===== src/core/cfg_regs_pkg.sv =====
// Constants for the serial configuration register bank
package cfg_regs_pkg;
  // Register offsets
  localparam logic [7:0] ADDR_CTRL = 8'h00;
  localparam logic [7:0] ADDR_SWING = 8'h01;
  localparam logic [7:0] ADDR_PERF_C = 8'h02;
  localparam logic [7:0] ADDR_PERF_A = 8'h03;
  localparam logic [7:0] ADDR_GAIN_A = 8'h25;
  localparam logic [7:0] ADDR_FORMAT = 8'h29;
  localparam logic [7:0] ADDR_GAIN_B = 8'h2b;
  localparam logic [7:0] ADDR_OFS_EN = 8'h3d;
  localparam logic [7:0] ADDR_PAT_HI = 8'h3f;
  localparam logic [7:0] ADDR_PAT_LO = 8'h40;
  localparam logic [7:0] ADDR_PORT_SEL = 8'h41;
  localparam logic [7:0] ADDR_CLK_SHIFT = 8'h42;
  localparam logic [7:0] ADDR_DRIVE = 8'h45;
  localparam logic [7:0] ADDR_HF_B = 8'h4a;
  localparam logic [7:0] ADDR_HF_A = 8'h58;
  localparam logic [7:0] ADDR_OFS_A = 8'hbf;
  localparam logic [7:0] ADDR_OFS_B = 8'hc1;
  localparam logic [7:0] ADDR_OFS_CTL = 8'hcf;
  localparam logic [7:0] ADDR_PERF_D = 8'hd5;
  localparam logic [7:0] ADDR_PERF_E = 8'hd7;
  localparam logic [7:0] ADDR_PERF_F = 8'hdb;
  localparam logic [7:0] ADDR_SLOW_EN = 8'hef;
  localparam logic [7:0] ADDR_SWING_EN = 8'hf1;
  localparam logic [7:0] ADDR_SLOW_A = 8'hf2;
  // Field positions
  localparam int BIT_READBACK = 0;
  localparam int BIT_SOFT_RST = 1;
  localparam int SWING_LSB = 2;
  localparam int GAIN_LSB = 4;
  // Reset value of every register
  localparam logic [7:0] REG_RESET = 8'h00;
  // Frame layout
  localparam int FRAME_BITS = 16;
  // Swing codes
  localparam logic [5:0] SWING_DEFAULT = 6'h00;
  localparam logic [5:0] SWING_410 = 6'h1b;
  localparam logic [5:0] SWING_465 = 6'h32;
  localparam logic [5:0] SWING_570 = 6'h14;
  localparam logic [5:0] SWING_200 = 6'h3e;
  localparam logic [5:0] SWING_125 = 6'h0f;
  // Performance codes
  localparam logic [1:0] PERF_DEFAULT = 2'h0;
  localparam logic [1:0] PERF_BEST = 2'h3;
  // Highest defined gain code
  localparam logic [3:0] GAIN_MAX = 4'hc;
  // Pattern select codes
  localparam logic [2:0] PAT_NORMAL = 3'h0;
  localparam logic [2:0] PAT_ZEROS = 3'h1;
  localparam logic [2:0] PAT_ONES = 3'h2;
  localparam logic [2:0] PAT_TOGGLE = 3'h3;
  localparam logic [2:0] PAT_RAMP = 3'h4;
  localparam logic [2:0] PAT_USER = 3'h5;
  // Minimum hardware reset pulse, ns, and cycles at 4 ns (rounded up)
  localparam int HW_RST_MIN_NS = 10;
  localparam int CLK_PERIOD_NS = 4;
  localparam int HW_RST_CYC = (HW_RST_MIN_NS + CLK_PERIOD_NS - 1) / CLK_PERIOD_NS;
endpackage


===== src/core/serial_cfg_bank.sv =====
// Serial configuration register bank with readback and decoded fields
`timescale 1ns/1ps
`default_nettype none

// Behaviour
// - One frame updates all fields of register
// - Every register reads zero after reset
// - Soft reset bit clears all, self-clears
// - Read pin undriven unless readback enabled
// - Decode six-bit swing code to levels
// - Performance field: 00 default, 11 best
// - Channel A gain in half-dB steps
// - Sixteen falling edges commit address, data
// - Readback blocks writes, shifts data out
// - Long high reset pin pulse clears registers
// - Pattern select picks test output source
module serial_cfg_bank (
  input wire logic MCLK_I, // System clock, 250 MHz
  input wire logic ARST_N_I, // Async reset, active low
  input wire logic HW_RST_I, // Reset pin, active high
  input wire logic SERIAL_SELECT_LINE_N_I, // Frame select, active low
  input wire logic SCLK_I, // Serial clock pin
  input wire logic SERIAL_INPUT_LINE_I, // Serial data in
  output logic SERIAL_READ_OUT_PIN_O, // Readback data out
  output logic SERIAL_READ_OUT_PIN_OE_O, // Readback drive enable
  output logic [2:0] SWING_LEVEL_O, // Decoded swing, 0 default
  output logic SWING_VALID_O, // Swing code is a defined one
  output logic PERF_BEST_O, // Best performance selected
  output logic [4:0] GAIN_A_HALF_DB_O, // Channel A gain, 0.5 dB units
  output logic [2:0] PATTERN_A_SRC_O, // Channel A output source
  output logic [2:0] PATTERN_B_SRC_O, // Channel B output source
  output logic [13:0] USER_PATTERN_O // User test pattern
);

  // Synchronisers for pin inputs
  logic [1:0] sen_s_q, sclk_s_q, sdi_s_q, hrst_s_q;
  logic sclk_prev_q; // Last synchronised clock level
  logic [15:0] shift_q; // Incoming frame bits
  logic [3:0] bit_cnt_q; // Bits taken in current frame
  logic [7:0] regs_q [0:23]; // Register storage
  logic [7:0] rd_shift_q; // Readback shifter
  logic [2:0] hrst_cnt_q; // Reset pin high duration
  logic soft_rst_q; // Soft reset pending for one cycle

  // Synchronise all pins through two stages
  always_ff @(posedge MCLK_I or negedge ARST_N_I) begin
    if (!ARST_N_I) begin
      sen_s_q <= 2'h3;
      sclk_s_q <= 2'h0;
      sdi_s_q <= 2'h0;
      hrst_s_q <= 2'h0;
    end else begin
      sen_s_q <= {sen_s_q[0], SERIAL_SELECT_LINE_N_I};
      sclk_s_q <= {sclk_s_q[0], SCLK_I};
      sdi_s_q <= {sdi_s_q[0], SERIAL_INPUT_LINE_I};
      hrst_s_q <= {hrst_s_q[0], HW_RST_I};
    end
  end

  // Address to index decode; unmapped gives valid low
  function automatic logic [5:0] addr_index(input logic [7:0] a);
    unique case (a)
      cfg_regs_pkg::ADDR_CTRL: addr_index = 6'h20;
      cfg_regs_pkg::ADDR_SWING: addr_index = 6'h21;
      cfg_regs_pkg::ADDR_PERF_C: addr_index = 6'h22;
      cfg_regs_pkg::ADDR_PERF_A: addr_index = 6'h23;
      cfg_regs_pkg::ADDR_GAIN_A: addr_index = 6'h24;
      cfg_regs_pkg::ADDR_FORMAT: addr_index = 6'h25;
      cfg_regs_pkg::ADDR_GAIN_B: addr_index = 6'h26;
      cfg_regs_pkg::ADDR_OFS_EN: addr_index = 6'h27;
      cfg_regs_pkg::ADDR_PAT_HI: addr_index = 6'h28;
      cfg_regs_pkg::ADDR_PAT_LO: addr_index = 6'h29;
      cfg_regs_pkg::ADDR_PORT_SEL: addr_index = 6'h2a;
      cfg_regs_pkg::ADDR_CLK_SHIFT: addr_index = 6'h2b;
      cfg_regs_pkg::ADDR_DRIVE: addr_index = 6'h2c;
      cfg_regs_pkg::ADDR_HF_B: addr_index = 6'h2d;
      cfg_regs_pkg::ADDR_HF_A: addr_index = 6'h2e;
      cfg_regs_pkg::ADDR_OFS_A: addr_index = 6'h2f;
      cfg_regs_pkg::ADDR_OFS_B: addr_index = 6'h30;
      cfg_regs_pkg::ADDR_OFS_CTL: addr_index = 6'h31;
      cfg_regs_pkg::ADDR_PERF_D: addr_index = 6'h32;
      cfg_regs_pkg::ADDR_PERF_E: addr_index = 6'h33;
      cfg_regs_pkg::ADDR_PERF_F: addr_index = 6'h34;
      cfg_regs_pkg::ADDR_SLOW_EN: addr_index = 6'h35;
      cfg_regs_pkg::ADDR_SWING_EN: addr_index = 6'h36;
      cfg_regs_pkg::ADDR_SLOW_A: addr_index = 6'h37;
      default: addr_index = 6'h00;
    endcase
  endfunction

  // Frame decode
  wire sen_act = ~sen_s_q[1]; // Select asserted
  wire sclk_fall = sclk_prev_q & ~sclk_s_q[1]; // Falling serial edge
  wire take_bit = sen_act & sclk_fall;
  wire [15:0] frame_nxt = {shift_q[14:0], sdi_s_q[1]}; // Frame with new bit
  wire frame_done = take_bit & (bit_cnt_q == 4'hf); // 16th edge
  wire addr_done = take_bit & (bit_cnt_q == 4'h7); // Address complete
  wire [5:0] wr_idx = addr_index(frame_nxt[15:8]); // Target of write
  wire [5:0] rd_idx = addr_index(frame_nxt[7:0]); // Target of read
  wire readback_on = regs_q[0][cfg_regs_pkg::BIT_READBACK]; // Readback mode
  wire wr_en = frame_done & wr_idx[5] & ~readback_on;
  // Clears on the third synchronised high cycle, the shortest pulse counted
  wire hrst_hit = hrst_s_q[1] & (hrst_cnt_q >= 3'(cfg_regs_pkg::HW_RST_CYC - 1));
  wire clear_all = soft_rst_q | hrst_hit; // Return to defaults

  // Serial clock edge tracker and bit counter; excess bits are
  // dropped because only whole 16-bit frames ever commit
  always_ff @(posedge MCLK_I or negedge ARST_N_I) begin
    if (!ARST_N_I) begin
      sclk_prev_q <= 1'b0;
      bit_cnt_q <= 4'h0;
      shift_q <= 16'h0000;
    end else begin
      sclk_prev_q <= sclk_s_q[1];
      if (!sen_act) begin
        bit_cnt_q <= 4'h0; // Frame boundary realigns
      end else if (take_bit) begin
        bit_cnt_q <= bit_cnt_q + 4'h1;
        shift_q <= frame_nxt;
      end
    end
  end

  // Hardware reset pulse width measurement
  always_ff @(posedge MCLK_I or negedge ARST_N_I) begin
    if (!ARST_N_I) begin
      hrst_cnt_q <= 3'h0;
    end else if (!hrst_s_q[1]) begin
      hrst_cnt_q <= 3'h0;
    end else if (!hrst_hit) begin
      hrst_cnt_q <= hrst_cnt_q + 3'h1;
    end
  end

  // Soft reset is a one-cycle pulse; the stored bit never holds a one
  always_ff @(posedge MCLK_I or negedge ARST_N_I) begin
    if (!ARST_N_I) begin
      soft_rst_q <= 1'b0;
    end else begin
      soft_rst_q <= wr_en & (wr_idx[4:0] == 5'h00) &
                    frame_nxt[cfg_regs_pkg::BIT_SOFT_RST];
    end
  end

  // Register storage; whole byte written at once
  always_ff @(posedge MCLK_I or negedge ARST_N_I) begin
    if (!ARST_N_I) begin
      for (int i = 0; i < 24; i++) begin
        regs_q[i] <= cfg_regs_pkg::REG_RESET;
      end
    end else if (clear_all) begin
      for (int i = 0; i < 24; i++) begin
        regs_q[i] <= cfg_regs_pkg::REG_RESET;
      end
    end else if (wr_en) begin
      regs_q[wr_idx[4:0]] <= frame_nxt[7:0] &
        ((wr_idx[4:0] == 5'h00) ? 8'hfd : 8'hff);
    end
  end

  // Readback: address byte picks register, bits leave MSB first
  // one per falling edge so the host samples before the next fall
  always_ff @(posedge MCLK_I or negedge ARST_N_I) begin
    if (!ARST_N_I) begin
      rd_shift_q <= 8'h00;
      SERIAL_READ_OUT_PIN_O <= 1'b0;
    end else if (addr_done) begin
      rd_shift_q <= rd_idx[5] ? regs_q[rd_idx[4:0]] : 8'h00;
      SERIAL_READ_OUT_PIN_O <= 1'b0;
    end else if (take_bit && bit_cnt_q[3]) begin
      SERIAL_READ_OUT_PIN_O <= rd_shift_q[7];
      rd_shift_q <= {rd_shift_q[6:0], 1'b0};
    end
  end

  // Output drive follows readback bit
  always_ff @(posedge MCLK_I or negedge ARST_N_I) begin
    if (!ARST_N_I) begin
      SERIAL_READ_OUT_PIN_OE_O <= 1'b0;
    end else begin
      SERIAL_READ_OUT_PIN_OE_O <= readback_on;
    end
  end

  // Field decodes
  wire [5:0] swing_code = regs_q[1][7:cfg_regs_pkg::SWING_LSB]; // Swing field
  logic [2:0] swing_lvl; // Decoded level index
  logic swing_ok; // Code is defined
  always_comb begin
    swing_ok = 1'b1;
    unique case (swing_code)
      cfg_regs_pkg::SWING_DEFAULT: swing_lvl = 3'h0;
      cfg_regs_pkg::SWING_410: swing_lvl = 3'h1;
      cfg_regs_pkg::SWING_465: swing_lvl = 3'h2;
      cfg_regs_pkg::SWING_570: swing_lvl = 3'h3;
      cfg_regs_pkg::SWING_200: swing_lvl = 3'h4;
      cfg_regs_pkg::SWING_125: swing_lvl = 3'h5;
      default: begin
        swing_lvl = 3'h0; // Undefined code keeps default swing
        swing_ok = 1'b0;
      end
    endcase
  end
  // Swing applies only with override on; ADDR_SWING_EN bits 1:0 gate it
  wire swing_ovr = |regs_q[22][1:0];
  wire [1:0] perf_field = regs_q[3][1:0]; // Performance field
  wire [3:0] gain_code = regs_q[4][7:cfg_regs_pkg::GAIN_LSB]; // Gain code
  // Reserved gain codes saturate at 6 dB
  wire [4:0] gain_half_db = (gain_code > cfg_regs_pkg::GAIN_MAX) ?
                            {1'b0, cfg_regs_pkg::GAIN_MAX} : {1'b0, gain_code};

  // Pattern code check; unused codes fall back to normal data
  function automatic logic [2:0] pat_sel(input logic [2:0] c);
    pat_sel = (c > cfg_regs_pkg::PAT_USER) ? cfg_regs_pkg::PAT_NORMAL : c;
  endfunction

  // Registered field outputs
  always_ff @(posedge MCLK_I or negedge ARST_N_I) begin
    if (!ARST_N_I) begin
      SWING_LEVEL_O <= 3'h0;
      SWING_VALID_O <= 1'b1;
      PERF_BEST_O <= 1'b0;
      GAIN_A_HALF_DB_O <= 5'h00;
      PATTERN_A_SRC_O <= 3'h0;
      PATTERN_B_SRC_O <= 3'h0;
      USER_PATTERN_O <= 14'h0000;
    end else begin
      SWING_LEVEL_O <= swing_ovr ? swing_lvl : 3'h0;
      SWING_VALID_O <= swing_ok;
      PERF_BEST_O <= (perf_field == cfg_regs_pkg::PERF_BEST);
      GAIN_A_HALF_DB_O <= gain_half_db;
      PATTERN_A_SRC_O <= pat_sel(regs_q[4][2:0]);
      PATTERN_B_SRC_O <= pat_sel(regs_q[6][2:0]);
      USER_PATTERN_O <= {regs_q[8][5:0], regs_q[9]};
    end
  end

  // Assertions
  property p_oe_follows;
    @(posedge MCLK_I) disable iff (!ARST_N_I)
      readback_on |=> SERIAL_READ_OUT_PIN_OE_O;
  endproperty
  a_oe_follows: assert property (p_oe_follows) else $error("oe not on");

  property p_oe_off;
    @(posedge MCLK_I) disable iff (!ARST_N_I)
      !readback_on ##1 !readback_on |-> !SERIAL_READ_OUT_PIN_OE_O;
  endproperty
  a_oe_off: assert property (p_oe_off) else $error("oe on in write mode");

  property p_soft_clears;
    @(posedge MCLK_I) disable iff (!ARST_N_I)
      soft_rst_q |=> (regs_q[4] == 8'h00) && (regs_q[0] == 8'h00);
  endproperty
  a_soft_clears: assert property (p_soft_clears) else $error("soft reset");

  property p_softbit_low;
    @(posedge MCLK_I) disable iff (!ARST_N_I)
      !regs_q[0][cfg_regs_pkg::BIT_SOFT_RST];
  endproperty
  a_softbit_low: assert property (p_softbit_low) else $error("self clear");

  property p_ro_block;
    @(posedge MCLK_I) disable iff (!ARST_N_I)
      frame_done && readback_on && !clear_all |=> $stable(regs_q[4]);
  endproperty
  a_ro_block: assert property (p_ro_block) else $error("write in readback");

  property p_commit;
    @(posedge MCLK_I) disable iff (!ARST_N_I)
      wr_en && !clear_all && frame_nxt[15:8] == cfg_regs_pkg::ADDR_GAIN_A
        |=> regs_q[4] == $past(frame_nxt[7:0]);
  endproperty
  a_commit: assert property (p_commit) else $error("frame lost");

  property p_hw_rst;
    @(posedge MCLK_I) disable iff (!ARST_N_I)
      hrst_s_q[1] [*3] |=> regs_q[1] == 8'h00;
  endproperty
  a_hw_rst: assert property (p_hw_rst) else $error("pin reset");

  property p_gain;
    @(posedge MCLK_I) disable iff (!ARST_N_I)
      gain_code <= cfg_regs_pkg::GAIN_MAX |=> GAIN_A_HALF_DB_O == {1'b0, $past(gain_code)};
  endproperty
  a_gain: assert property (p_gain) else $error("gain decode");

  property p_perf;
    @(posedge MCLK_I) disable iff (!ARST_N_I)
      perf_field == cfg_regs_pkg::PERF_DEFAULT |=> !PERF_BEST_O;
  endproperty
  a_perf: assert property (p_perf) else $error("perf decode");

  property p_cnt;
    @(posedge MCLK_I) disable iff (!ARST_N_I)
      frame_done |=> bit_cnt_q == 4'h0;
  endproperty
  a_cnt: assert property (p_cnt) else $error("frame count");

  property p_unmapped;
    @(posedge MCLK_I) disable iff (!ARST_N_I)
      frame_done && !wr_idx[5] && !clear_all |=> $stable(regs_q[0]) && $stable(regs_q[1]);
  endproperty
  a_unmapped: assert property (p_unmapped) else $error("unmapped write landed");

  property p_rd_zero;
    @(posedge MCLK_I) disable iff (!ARST_N_I)
      addr_done && !rd_idx[5] |=> (rd_shift_q == 8'h00) && !SERIAL_READ_OUT_PIN_O;
  endproperty
  a_rd_zero: assert property (p_rd_zero) else $error("unmapped read not zero");

  property p_rd_shift;
    @(posedge MCLK_I) disable iff (!ARST_N_I)
      take_bit && bit_cnt_q[3] |=> SERIAL_READ_OUT_PIN_O == $past(rd_shift_q[7]);
  endproperty
  a_rd_shift: assert property (p_rd_shift) else $error("readback bit order");

  property p_rb_stays;
    @(posedge MCLK_I) disable iff (!ARST_N_I)
      readback_on && !clear_all |=> readback_on;
  endproperty
  a_rb_stays: assert property (p_rb_stays) else $error("readback left by write");

  property p_swing_dec;
    @(posedge MCLK_I) disable iff (!ARST_N_I)
      swing_ovr && (swing_code == cfg_regs_pkg::SWING_125) |=> SWING_LEVEL_O == 3'h5;
  endproperty
  a_swing_dec: assert property (p_swing_dec) else $error("swing decode");

  property p_pat_b;
    @(posedge MCLK_I) disable iff (!ARST_N_I)
      regs_q[6][2:0] == cfg_regs_pkg::PAT_TOGGLE |=> PATTERN_B_SRC_O == cfg_regs_pkg::PAT_TOGGLE;
  endproperty
  a_pat_b: assert property (p_pat_b) else $error("pattern decode");

  property p_bit_hold;
    @(posedge MCLK_I) disable iff (!ARST_N_I)
      sen_act && !take_bit |=> $stable(bit_cnt_q);
  endproperty
  a_bit_hold: assert property (p_bit_hold) else $error("bit count moved");

endmodule
`default_nettype wire


===== config.mk =====
export PLATFORM = sky130hd
export DESIGN_NAME = serial_cfg_bank
export DESIGN_NICKNAME = d
export VERILOG_FILES = /design/src/core/cfg_regs_pkg.sv /design/src/core/serial_cfg_bank.sv
export SDC_FILE = /design/constraint.sdc
export NUM_CORES = 1
export LEC_CHECK = 0
export CELL_PAD_IN_SITES_DETAIL_PLACEMENT = 1
export CELL_PAD_IN_SITES_GLOBAL_PLACEMENT = 2
export CORE_MARGIN = 1
export CORE_UTILIZATION = 39
export CTS_CLUSTER_SIZE = 24
export DETAILED_ROUTE_END_ITERATION = 8
export DONT_BUFFER_PORTS = 1
export GPL_TIMING_DRIVEN = 0
export MAX_ROUTING_LAYER = met4
export PLACE_DENSITY_LB_ADDON = 0.12
export SYNTH_ARGS = -nofsm -noshare
export SYNTH_HDL_FRONTEND = slang
export SYNTH_SLANG_ARGS = --single-unit

===== constraint.sdc =====
create_clock -name MCLK_I -period 2.6 [get_ports MCLK_I]
set_input_delay 0.52 -clock MCLK_I [delete_from_list [all_inputs] [get_ports MCLK_I]]
set_output_delay 0.52 -clock MCLK_I [all_outputs]
set_load 0.02 [all_outputs]

Word-level counts from Yosys, hierarchy flattened
Cells that the tools add are included.
- register bits: 263
- bits of input ports: 6
- output and inout port bits: 32
- word-level logic and storage cells: 161
- add/sub/neg operators: 2
- $lt $le $gt $ge: 7
- eq/ne operators: 55
- mux-type cells: 26
- bitwise operators: 16
- reductions and logical operators: 12
- operators with widths (kind ; count):
    192-bit 2-to-1 mux ; 2
    6-bit case mux with 24 select lines ; 2
    192-bit bitwise mux ; 1
    8-bit equality test (second input constant) ; 18
    8-bit by 7-bit equality test with 1-bit output (second input constant) ; 12
    8-bit by 6-bit equality test with 1-bit output (second input constant) ; 10
    8-bit 2-to-1 mux ; 6
    8-bit binary-select mux with 5-bit select ; 1
    8-bit demux with 5-bit select ; 1
    8-bit by 2-bit equality test with 1-bit output (second input constant) ; 4
    8-bit by 1-bit equality test with 1-bit output (second input constant) ; 2
    8-bit zero test ; 2
    3-bit 2-to-1 mux ; 5
    3-bit case mux with 5 select lines ; 1
    6-bit by 5-bit equality test with 1-bit output (second input constant) ; 2
    6-bit equality test (second input constant) ; 2
    6-bit greater-or-equal comparator (second input constant) ; 2
    4-bit 2-to-1 mux ; 3
    5-bit NOT with 6-bit output ; 2
    1-bit bitwise AND ; 9
    8-bit bitwise AND ; 1
    6-bit by 4-bit equality test with 1-bit output (second input constant) ; 1
    3-bit greater-than comparator (second input constant) ; 2
    6-bit zero test ; 1
    19 further kinds ; 26

Longest topological paths before layout
Gate-level depths: netlist (run 1).
- depth in word-level cells: 10
- depth in mapped cells: 14
- mapped depth without buffers: 9

Worst setup path after synthesis (run 1)
OpenSTA, ideal clock, no wires.
- path type: register to register
- start point: register shift_q[4]
- end point: register rd_shift_q[7]
- library setup time: 0.131 ns
- arrival: 2.652 ns
- data required time: 2.469 ns
- slack: -0.183 ns
- cell stages (with the launch flop): 11
- path buffers: 2
- clock period less this slack: 2.783 ns
- cell sequence: dfrtp_1 buf_2 or4b_4 o32ai_1 a211oi_1 nand3_2 buf_4 mux4_2 a221oi_1 o2bb2ai_1 a21oi_1
- cells in the longest elaborated chain, start to end: 8
- elaborated cells between the ends (all ways): 31
- classes of those cells: eq/ne: 23; mux: 6; bitwise: 1; reduce/logical: 1
- RTL lines (what ; line ; text):
    start, declared ; serial_cfg_bank.sv:38 ; logic [15:0] shift_q;
    start signal, assigned ; serial_cfg_bank.sv:119 ; shift_q <= frame_nxt;
    8-bit equality test, or another cell as far along ; serial_cfg_bank.sv:62 ; unique case (a)
    6-bit case mux with 24 select lines * ; serial_cfg_bank.sv:62 ;
    5-bit NOT with 6-bit output (implied by the code) ; serial_cfg_bank.sv:168 ; rd_shift_q <= rd_idx[5] ? regs_q[rd_idx[4:0]] : 8'h00;
    8-bit binary-select mux with 5-bit select ; serial_cfg_bank.sv:168 ;
    8-bit 2-to-1 mux (implied by the code) (2 in series) ; serial_cfg_bank.sv:168 ;
    8-bit 2-to-1 mux * ; serial_cfg_bank.sv:168 ;
    8-bit 2-to-1 mux * ; serial_cfg_bank.sv:167 ; end else if (addr_done) begin
    end signal, assigned ; serial_cfg_bank.sv:168 ;
    end signal, assigned ; serial_cfg_bank.sv:172 ; rd_shift_q <= {rd_shift_q[6:0], 1'b0};
    end, declared ; serial_cfg_bank.sv:41 ; logic [7:0] rd_shift_q;
Mark *: on every way between the ends. The rest lies on a longest branch, timed or not. The select of a mux whose other input is x is not followed.
A chain may end at the register's enable or synchronous reset.

Worst setup path after layout (run 1)
- start point: register shift_q[6]
- end point: register rd_shift_q[3]
The elaborated chain is that of the path after synthesis.

==> reports/metrics.cfg, run 1 <==
[cts]
clk_pin_slew_worst_paths_ns = 0.06
cts_buffers = 31
cts_root_buffer = clkbuf_16
cts.sinks = 263
cts_max_path_buffers = 3
hold_buffers = 4
clk_latency_ns = 0.60
cts_tree = yes
htree_num_levels = 1

[synth]
yosysSeqAreaShare_pct = 49.28
ys.flop_type = dfrtp_1
ys_warn_count = 0
syn_inst = 1281
syn_area_per_cell_um2 = 10.43
async_flop_share_pct = 100.0
syn_area_mm2 = 0.01336
synth_top_cell_area_share_pct = 48.69
yosysTopAreaCell = dfrtp_1
synthDistinctLibCells = 81
synth_area_leaders = dfrtp_1 49%, mux2i_1 18%, nor2_1 6.4%
synth_edf_count = 0
ys_ff_latch = 263
synth_nets = 1290

[sta]
final.setup.worst_slack_ns = -0.5634
relSlewSlack_pct = 14.28
finClkSkew_ns = 0.01516
timing.fmax_mhz = 316.1
finalSetupViolCount = 194
fin_crit_ns = 3.163
fin_hold_ws_ns = -0.3651
rsz0062_at_grt = yes
finalHoldViolCount = 260
setup_tns_ns = -58.98
worstMarginPinSlew_ns = 1.286
slew_violations = 0
timing.final.crit_share_pct = 121.7

[global_route]
grt_pass1_wl_um = 77740
grt_max_degree = 264
grt_antenna_before_repair = 0
track_usage_pct = 30.84
grt_pass1_vias = 11660
overflow = 0

[status]
violations = hold timing, setup timing
outcome = finished with violations

[critical_path]
r2r_end = rd_shift_q[3]$_DFFE_PN0P_
rr_startpoint = shift_q[6]$_DFFE_PN0P_
crit_type = flop to flop
rr_worst_depth = 14
path_max_fanout = 6
cp.required_ns = 3.06
critPathCaptureType = flop
cp-start-kind = flop
worstPathArrival_ns = 3.63
cp-startpoint = shift_q[6]$_DFFE_PN0P_
timing.reg2reg.setup_slack_ns = -0.56

[detailed_routing]
vias = 11430
drt_first_iter_violations = 785
vias_per_cell = 5.874
drcViolationCount = 0
routed_wl_um = 55320
routedWlPerCell_um = 28.44
dr.pass1.iters = 5
ant_nets = 0

[job]
drv_cap = 0

[die]
coreArea_mm2 = 0.03362
dieArea_mm2 = 0.03500
initial_core_util_pct = 39.75
rows = 67
dieWidth_um = 187.1
dieHeight_um = 187.1
io_pins = 38

[finish]
n_antenna_cell = 0
area_growth_pct = 37.98
nets = 1481
drive_above_1_share_pct = 33.07

[power_and_ir_drop]
leakagePower_nw = 8.236
max-vdd-ir-drop_uv = 568.5
power_mw = 13.61
powerDensity_mw_per_mm2 = 738.0

[place]
dp_hpwl_um = 30540
place_worst_setup_slack_ns = -1.277
globalplace.congestion = 0.8603
place.port_buffers = 0

[hold_path]
hp-class = input port to asynchronous set/reset pin

[critical path, cell delays in order, from the launching register on]
cell       delay (ns)
dfrtp_1          0.37
buf_6            0.13
or4b_4           0.59
a211oi_4         0.30
a2111oi_4        0.08
buf_6            0.17
nand2_8          0.09
buf_12           0.13
buf_12           0.13
buf_12           0.15
mux2i_1          0.30
mux2i_2          0.15
o22ai_2          0.23
a211oi_2         0.06
o2bb2ai_1        0.13
[flip-flops by register name, summed over array words and instances (netlist names), 4 cells and up]
register	count
shift_q	15
USER_PATTERN_O	14
regs_q	185
bit_cnt_q	4
rd_shift_q	8
gain_code	4
GAIN_A_HALF_DB_O	4
[placed cells by master, fill, tap and decap left out, types with 7 or more instances in the layout]
cell / count
inv_1: 18
buf_6: 65
nor2_4: 22
nand3_1: 19
mux2i_2: 20
nor3_1: 7
o22a_1: 13
nand2_1: 75
buf_1: 8
buf_4: 76
nor2_2: 10
nand4_1: 11
nor2_1: 211
mux4_2: 9
mux2_2: 14
dfrtp_2: 8
o21ai_0: 10
clkbuf_2: 10
nor4_1: 7
dfrtp_1: 252
clkbuf_1: 39
a21oi_1: 31
mux2i_4: 13
nand2_8: 14
buf_12: 31
clkbuf_8: 8
buf_8: 8
a21oi_2: 23
clkbuf_16: 41
mux2i_1: 207
[how the worst max path moves through the flow]
stage,endpoint,slack (ns),depth (start not counted)
global route,rd_shift_q[3]$_DFFE_PN0P_,-0.60,14
CTS,rd_shift_q[3]$_DFFE_PN0P_,-0.45,13
finish,rd_shift_q[3]$_DFFE_PN0P_,-0.56,14
detailed placement,rd_shift_q[1]$_DFFE_PN0P_,-1.28,13
global placement,rd_shift_q[1]$_DFFE_PN0P_,-1.31,13
floorplan,rd_shift_q[7]$_DFFE_PN0P_,-0.13,10
[power breakdown]
part / internal (mW) / total, mW / switching, mW
Sequential: 4.17 / 4.26 / 0.0884
Clock: 2.70 / 4.56 / 1.86
Combinational: 1.74 / 4.79 / 3.04
[cell usage after synthesis, types with 13 or more instances]
master,instances
buf_2,28
o22a_1,13
dfrtp_1,260
mux2i_1,240
nand3_1,27
inv_1,19
clkbuf_1,46
mux2_2,14
nand2_1,85
a21oi_1,60
nor2_1,227
o21ai_0,18
[metrics by stage]
stage               area (um2)  cells  util [%]
finish                   18440   1945     54.84
global route             18440   1945     54.84
CTS                      17310   1889     51.49
detailed placement       13960   1729     41.54
global placement         13960   1729     41.54
floorplan                13400   1281         -
[area by class of cell]
type	count	area [um2]
plain buffers	95	783.3
clock buffers	47	905.9
clock inverters	11	151.4
fillers	3469	15180
inverters	20	80.08
multi-input cells	905	7516
flip-flops and latches	263	6595
well taps	448	560.5
repair buffers	156	1844
[kinds of logic after synthesis]
kind of cell / after synthesis / share of synthesized area [%]
buffers and inverters: 120 / 4.279
flip-flops: 263 / 49.28
adder cells (fa/ha/maj): 3 / 0.2810
multiplexers: 263 / 20.68
XOR/XNOR: 8 / 0.5243
other: 1 / 0.02807
AND/OR/NAND/NOR: 460 / 16.47
AO/OA/AOI/OAI: 163 / 8.456
[metal layers]
layer	vias to the layer above	part of all wire, %	GRT usage [%]
met2	399	48	47.43
met5	-	0	-
met4	0	4.1	13.30
met1	5983	43	39.82
met3	137	5.3	5.685
li1	4906	-	-
[what timing repair did]
action	in CTS	in global routing
pin swaps	54	92
gates cloned	13	7
gates resized for setup	283	159
setup endpoints to repair	201	200
endpoints found under the hold margin	267	260
buffers inserted	95	60
(Power assumes the default switching activity.)
==> run 2, diff against run 1 <==
Settings changed: REMOVE_ABC_BUFFERS set to 1.
==> reports/metrics.cfg, run 2 (synthesis gave the netlist of run 1 again) <==
[finish]
final_common_cell = dfrtp_1
area_growth_pct = 32.84
regArea_mm2 = 0.006618
multi_input_area_mm2 = 0.007322
fillers = 3485
top_register = regs_q
reg_top3 = regs_q: 185 flops, shift_q: 15 flops, USER_PATTERN_O: 14 flops
layout_common_cells = 244 x dfrtp_1, 232 x mux2i_1, 215 x nor2_1, 78 x nand2_1, 76 x buf_4
drive_above_1_share_pct = 29.10
final_core_util_pct = 52.80
largest_reg_flops = 185
nets = 1410

[global_route]
grt_max_degree = 264
overflow = 0
grt_antenna_before_repair = 2
grt_pass1_vias = 11120
track_usage_pct = 28.17
grt_pass1_wl_um = 72510

[sta]
fin_hold_ws_ns = -0.3395
worstMarginPinSlew_ns = 1.028
final.setup.worst_slack_ns = -0.5436
rsz0062_at_grt = yes
fin_crit_ns = 3.144
timing.final.crit_share_pct = 120.9
finalHoldViolCount = 260
timing.fmax_mhz = 318.1
setup_tns_ns = -30.49
finalSetupViolCount = 186
slew_violations = 0
relSlewSlack_pct = 31.48
finClkSkew_ns = 0.01756

[die]
dieWidth_um = 187.1
io_pins = 38
dieHeight_um = 187.1
dieArea_mm2 = 0.03500
initial_core_util_pct = 39.75
coreArea_mm2 = 0.03362
rows = 67

[detailed_routing]
routedWlPerCell_um = 27.24
wl_met1_um = 22670
wl_met2_um = 23620
drcViolationCount = 0
wl_met3_um = 2988
dr.pass1.iters = 6
routed_wl_um = 51070
routed.top_layer = met4
ant_nets = 0
vias = 10910
drt_first_iter_violations = 878
vias_per_cell = 5.818

[cts]
cts_buffers = 31
clk_pin_slew_worst_paths_ns = 0.08
cts_tree = yes
clk_latency_ns = 0.58
cts_root_buffer = clkbuf_16
cts_max_path_buffers = 3
cts.sinks = 263
htree_num_levels = 1
hold_buffers = 4

[critical_path]
cp-start-kind = flop
critPathCaptureType = flop
path_max_fanout = 12
crit_type = flop to flop
worstPathArrival_ns = 3.60
cp.required_ns = 3.05

[status]
violations = hold timing, setup timing
outcome = finished with violations

[place]
globalplace.congestion = 0.8001
dp_hpwl_um = 23120
place_worst_setup_slack_ns = -2.131
place.port_buffers = 0

[power_and_ir_drop]
leakagePower_nw = 8.005
powerDensity_mw_per_mm2 = 749.4
max-vdd-ir-drop_uv = 771.3

[job]
drv_cap = 0

[hold_path]
hp-class = input port to asynchronous set/reset pin

-- run 2: cell count changes in the layout (fill, tap and decap cells not counted), moves of 6 or more --
cell,previous run,this run
o21ai_1,3,9
mux2i_2,20,5
buf_6,65,40
clkbuf_2,10,0
mux2i_4,13,3
clkbuf_1,39,9
a21oi_2,23,14
a21oi_1,31,45
buf_1,8,0
mux2i_1,207,232
dfrtp_1,252,244
-- run 2: area by class of cell --
type                            instances  share of cell area (%)
Tap cell                              448                   3.158
Multi-Input combinational cell        914                   41.25
Clock inverter                         12                  0.7966
Sequential cell                       263                   37.28
Antenna cell                            1                 0.01410
Clock buffer                           46                   5.026
Timing Repair Buffer                  171                   12.04
Inverter                               20                  0.4300
-- run 2: metal layers --
layer | global-route usage [%] | vias up
met4 | 7.440 | 0
li1 | - | 4761
met3 | 4.165 | 111
met2 | 44.77 | 367
met1 | 37.61 | 5670
met5 | - | -
-- run 2: path summary, 6_finish.rpt --
path                            cells after the start              startpoint                         to  slack (ns)
worst max-delay path                                9  shift_q[3]$_DFFE_PN0P_  rd_shift_q[7]$_DFFE_PN0P_       -0.54
worst min-delay path                                0                ARST_N_I  hrst_cnt_q[1]$_DFFE_PN0P_       -0.34
worst max register to register                      9  shift_q[3]$_DFFE_PN0P_  rd_shift_q[7]$_DFFE_PN0P_       -0.54
worst min register to register                      0    sdi_s_q[0]$_DFF_PN0_       sdi_s_q[1]$_DFF_PN0_        0.35
max in group asynchronous                           0                ARST_N_I     shift_q[3]$_DFFE_PN0P_        2.00
min in group MCLK_I                                 0    sdi_s_q[0]$_DFF_PN0_       sdi_s_q[1]$_DFF_PN0_        0.35
-- run 2: stage by stage --
step,hold slack [ns],power (mW),instance area (um2),cells
6_report,-0.3395,13.30,17750,1875
5_1_grt,-0.3643,13.67,17750,1875
4_1_cts,-0.3786,12.91,16840,1831
3_5_place_dp,0.2370,7.119,13620,1637
3_3_place_gp,0.2380,6.840,13430,1629
2_1_floorplan,0.2244,5.953,12860,1181
-- run 2: worst max-delay path, stage by stage, from the launching register on --
cell and delay (ns):
dfrtp_4 0.54, or4b_4 0.62, o32ai_4 0.28, a211oi_4 0.14, nand3_4 0.14, buf_12 0.17
mux4_2 0.57, a221oi_2 0.33, o2bb2ai_1 0.17, a21oi_1 0.06
-- run 2: report_power, final --
| part | internal [mW] | total [mW] | switching [mW] | leakage, nW |
|---|---|---|---|---|
| Clock | 2.66 | 4.48 | 1.82 | 0.510 |
| Combinational | 1.66 | 4.48 | 2.82 | 3.88 |
| Sequential | 4.19 | 4.35 | 0.161 | 3.61 |
-- run 2: repair_timing --
item	4_1_cts	5_1_grt
gates cloned	18	8
endpoints found under the setup margin	201	197
pin swaps	45	71
gates resized for setup	145	119
buffers inserted	114	36
endpoints found under the hold margin	267	263
==> run 3, diff against run 2 <==
Settings changed: ABC_AREA set to 1, CORE_ASPECT_RATIO set to 1.5, CORE_UTILIZATION 39 to 35.
==> reports/metrics.cfg, run 3 <==
[status]
outcome = finished with violations
violations = hold timing

[synth]
ys.flop_type = dfrtp_1
ys_warn_count = 0
synth_top_cell_area_share_pct = 50.49
syn_inst = 1574
ys_ff_latch = 263
async_flop_share_pct = 100.0
synthDistinctLibCells = 51
yosysTopAreaCell = dfrtp_1
synth_edf_count = 0
synth_area_leaders = dfrtp_1 50%, nand2_1 11%, nand3_1 8.8%
syn_area_per_cell_um2 = 8.187
yosysSeqAreaShare_pct = 51.10
synth_most_common_cell = nand2_1
syn_area_mm2 = 0.01289
netlist_top_cells_count = 373 x nand2_1, 260 x dfrtp_1, 227 x nand3_1

[sta]
setup_tns_ns = 0
rsz0062_at_grt = yes
fin_hold_ws_ns = -0.3654
finalSetupViolCount = 0
worstMarginPinSlew_ns = 0.7044
timing.fmax_mhz = 387.3
fin_crit_ns = 2.582
timing.final.crit_share_pct = 99.30
relSlewSlack_pct = 52.99
finalHoldViolCount = 260
finClkSkew_ns = 0.01320
slew_violations = 0

[critical_path]
critPathTopFamily = simple AND/OR/NAND/NOR gates
worstPathArrival_ns = 3.09
path_max_fanout = 7
cp.required_ns = 3.11
cp.depth = 18
crit_type = flop to flop
critPathCaptureType = flop
cp_cell_sequence = inv_4 > nand2_8 > nor2_4 > nand2_2 > nand2_4 > nor2_4 > buf_12 > nand3_4 > buf_16 > buf_4 > nand2_2 > nand3_2 > nand3_1 > nand3_1 > nand2_1 > nor2_2 > nand2_1 > a21oi_2
max_stage_delay_ns = 0.48
crit_buf_inv = 4
slowest_stage = dfrtp_2
rr_worst_depth = 18
cp-start-kind = flop

[detailed_routing]
dr.pass1.iters = 5
ant_nets = 0
vias = 12090
routedWlPerCell_um = 25.35
routed_wl_um = 54980
vias_per_cell = 5.573
drcViolationCount = 0
drt_first_iter_violations = 745

[die]
dieHeight_um = 237
coreArea_mm2 = 0.03605
dieArea_mm2 = 0.03760
initial_core_util_pct = 35.74
rows = 85
io_pins = 38
dieWidth_um = 158.7

[job]
drv_cap = 0

[finish]
stdcell_area_mm2 = 0.01679
final_common_cell = nand2_1
reg_top3 = regs_q: 185 flops, shift_q: 15 flops, USER_PATTERN_O: 14 flops
layout_common_cells = 323 x nand2_1, 244 x dfrtp_1, 186 x nand3_1, 150 x o21ai_0, 113 x inv_1
n_antenna_cell = 0
top_register = regs_q
fillers = 4122
largest_reg_flops = 185
nets = 1677
drive_above_1_share_pct = 27.62
area_growth_pct = 30.27

[cts]
clk_pin_slew_worst_paths_ns = 0.06
cts_max_path_buffers = 3
cts.sinks = 263
cts_root_buffer = clkbuf_16
cts_buffers = 30
hold_buffers = 4
clk_latency_ns = 0.59
htree_num_levels = 1
cts_tree = yes

[hold_path]
hp-class = input port to asynchronous set/reset pin

[place]
place.port_buffers = 0
placed_area_mm2 = 0.01330
globalplace.congestion = 0.8209
dp_hpwl_um = 29140

[global_route]
grt_pass1_vias = 12220
grt_pass1_wl_um = 80520
grt_max_degree = 264
overflow = 0
grt_antenna_before_repair = 0
track_usage_pct = 30.35

[power_and_ir_drop]
powerDensity_mw_per_mm2 = 797.6
max-vdd-ir-drop_uv = 629.9
leakagePower_nw = 7.540

[run 3: cell types whose count changed in the layout (fill, tap and decap cells not counted), moves of 24 or more]
cell	previous run	this run
nand2_1	78	323
mux2i_1	232	1
nor2_1	215	47
nand3_1	21	186
o21ai_0	8	150
inv_1	19	113
nand3_2	3	41
nand2_2	3	40
buf_6	40	5
nand4_1	11	40
nand2_4	1	28
o22ai_1	5	29
[run 3: worst paths after layout]
kind | start | to | slack [ns]
max reg2reg | shift_q[5]$_DFFE_PN0P_ | rd_shift_q[7]$_DFFE_PN0P_ | 0.02
min reg2reg | sclk_s_q[0]$_DFF_PN0_ | sclk_s_q[1]$_DFF_PN0_ | 0.35
min in group MCLK_I | sclk_s_q[0]$_DFF_PN0_ | sclk_s_q[1]$_DFF_PN0_ | 0.35
min | ARST_N_I | regs_q[80]$_DFFE_PN0P_ | -0.37
max | shift_q[5]$_DFFE_PN0P_ | rd_shift_q[7]$_DFFE_PN0P_ | 0.02
max in group asynchronous | ARST_N_I | sen_s_q[0]$_DFF_PN1_ | 2.55
[run 3: final cells by class]
class,instances,area (um2),share of cell area [%]
timing repair inverter,12,156.4,0.9317
timing repair buffer,118,1315,7.834
multi-input combinational,1093,6422,38.26
clock inverter,11,137.6,0.8199
clock buffer,44,884.6,5.270
sequential,263,6605,39.35
tap,478,598.1,3.563
inverter,150,666.9,3.973
[run 3: stage by stage]
| stage | setup WS (ns) | power (mW) | util, % | cells |
|---|---|---|---|---|
| detailed placement | -2.514 | 7.154 | 36.88 | 1981 |
| global placement | -7.486 | 6.851 | 36.32 | 1973 |
| global route | -0.08738 | 13.81 | 46.56 | 2169 |
| floorplan | -2.716 | 5.855 | - | 1495 |
| CTS | -0.06325 | 12.96 | 43.79 | 2126 |
| finish | 0.01820 | 13.39 | 46.56 | 2169 |
[run 3: power by group]
part	internal (mW)	switching, mW	leakage, nW
Clock	2.64	1.84	0.496
Sequential	4.16	0.101	3.62
Combinational	1.46	3.19	3.43
Total	8.25	5.13	7.54
[run 3: logic make-up after synthesis]
| kind of cell | after synthesis | share of synthesized area [%] |
|---|---|---|
| buffers and inverters | 229 | 7.409 |
| adder cells (fa/ha/maj) | 3 | 0.2913 |
| multiplexers | 1 | 0.07768 |
| other | 1 | 0.02910 |
| flip-flops | 263 | 51.10 |
| AND/OR/NAND/NOR | 805 | 29.01 |
| AO/OA/AOI/OAI | 271 | 12.01 |
| XOR/XNOR | 1 | 0.06798 |
[run 3: per-layer routing]
metal / share of wire [%] / GRT usage, % / routed length (um) / vias to the layer above
met1: 40 / 37.27 / 21990 / 6204
met4: 5.3 / 13.69 / 2901 / 0
li1: - / - / - / 5441
met3: 4.5 / 2.965 / 2488 / 127
met2: 50 / 50.01 / 27600 / 315
met5: 0 / - / 0 / -
[run 3: repair_timing]
item / in CTS / in global routing
gates cloned: 22 / 5
gates resized for setup: 159 / 168
endpoints found under the hold margin: 267 / 263
pin swaps: 22 / 52
endpoints found under the setup margin: 201 / 198
setup buffers: 64 / 39
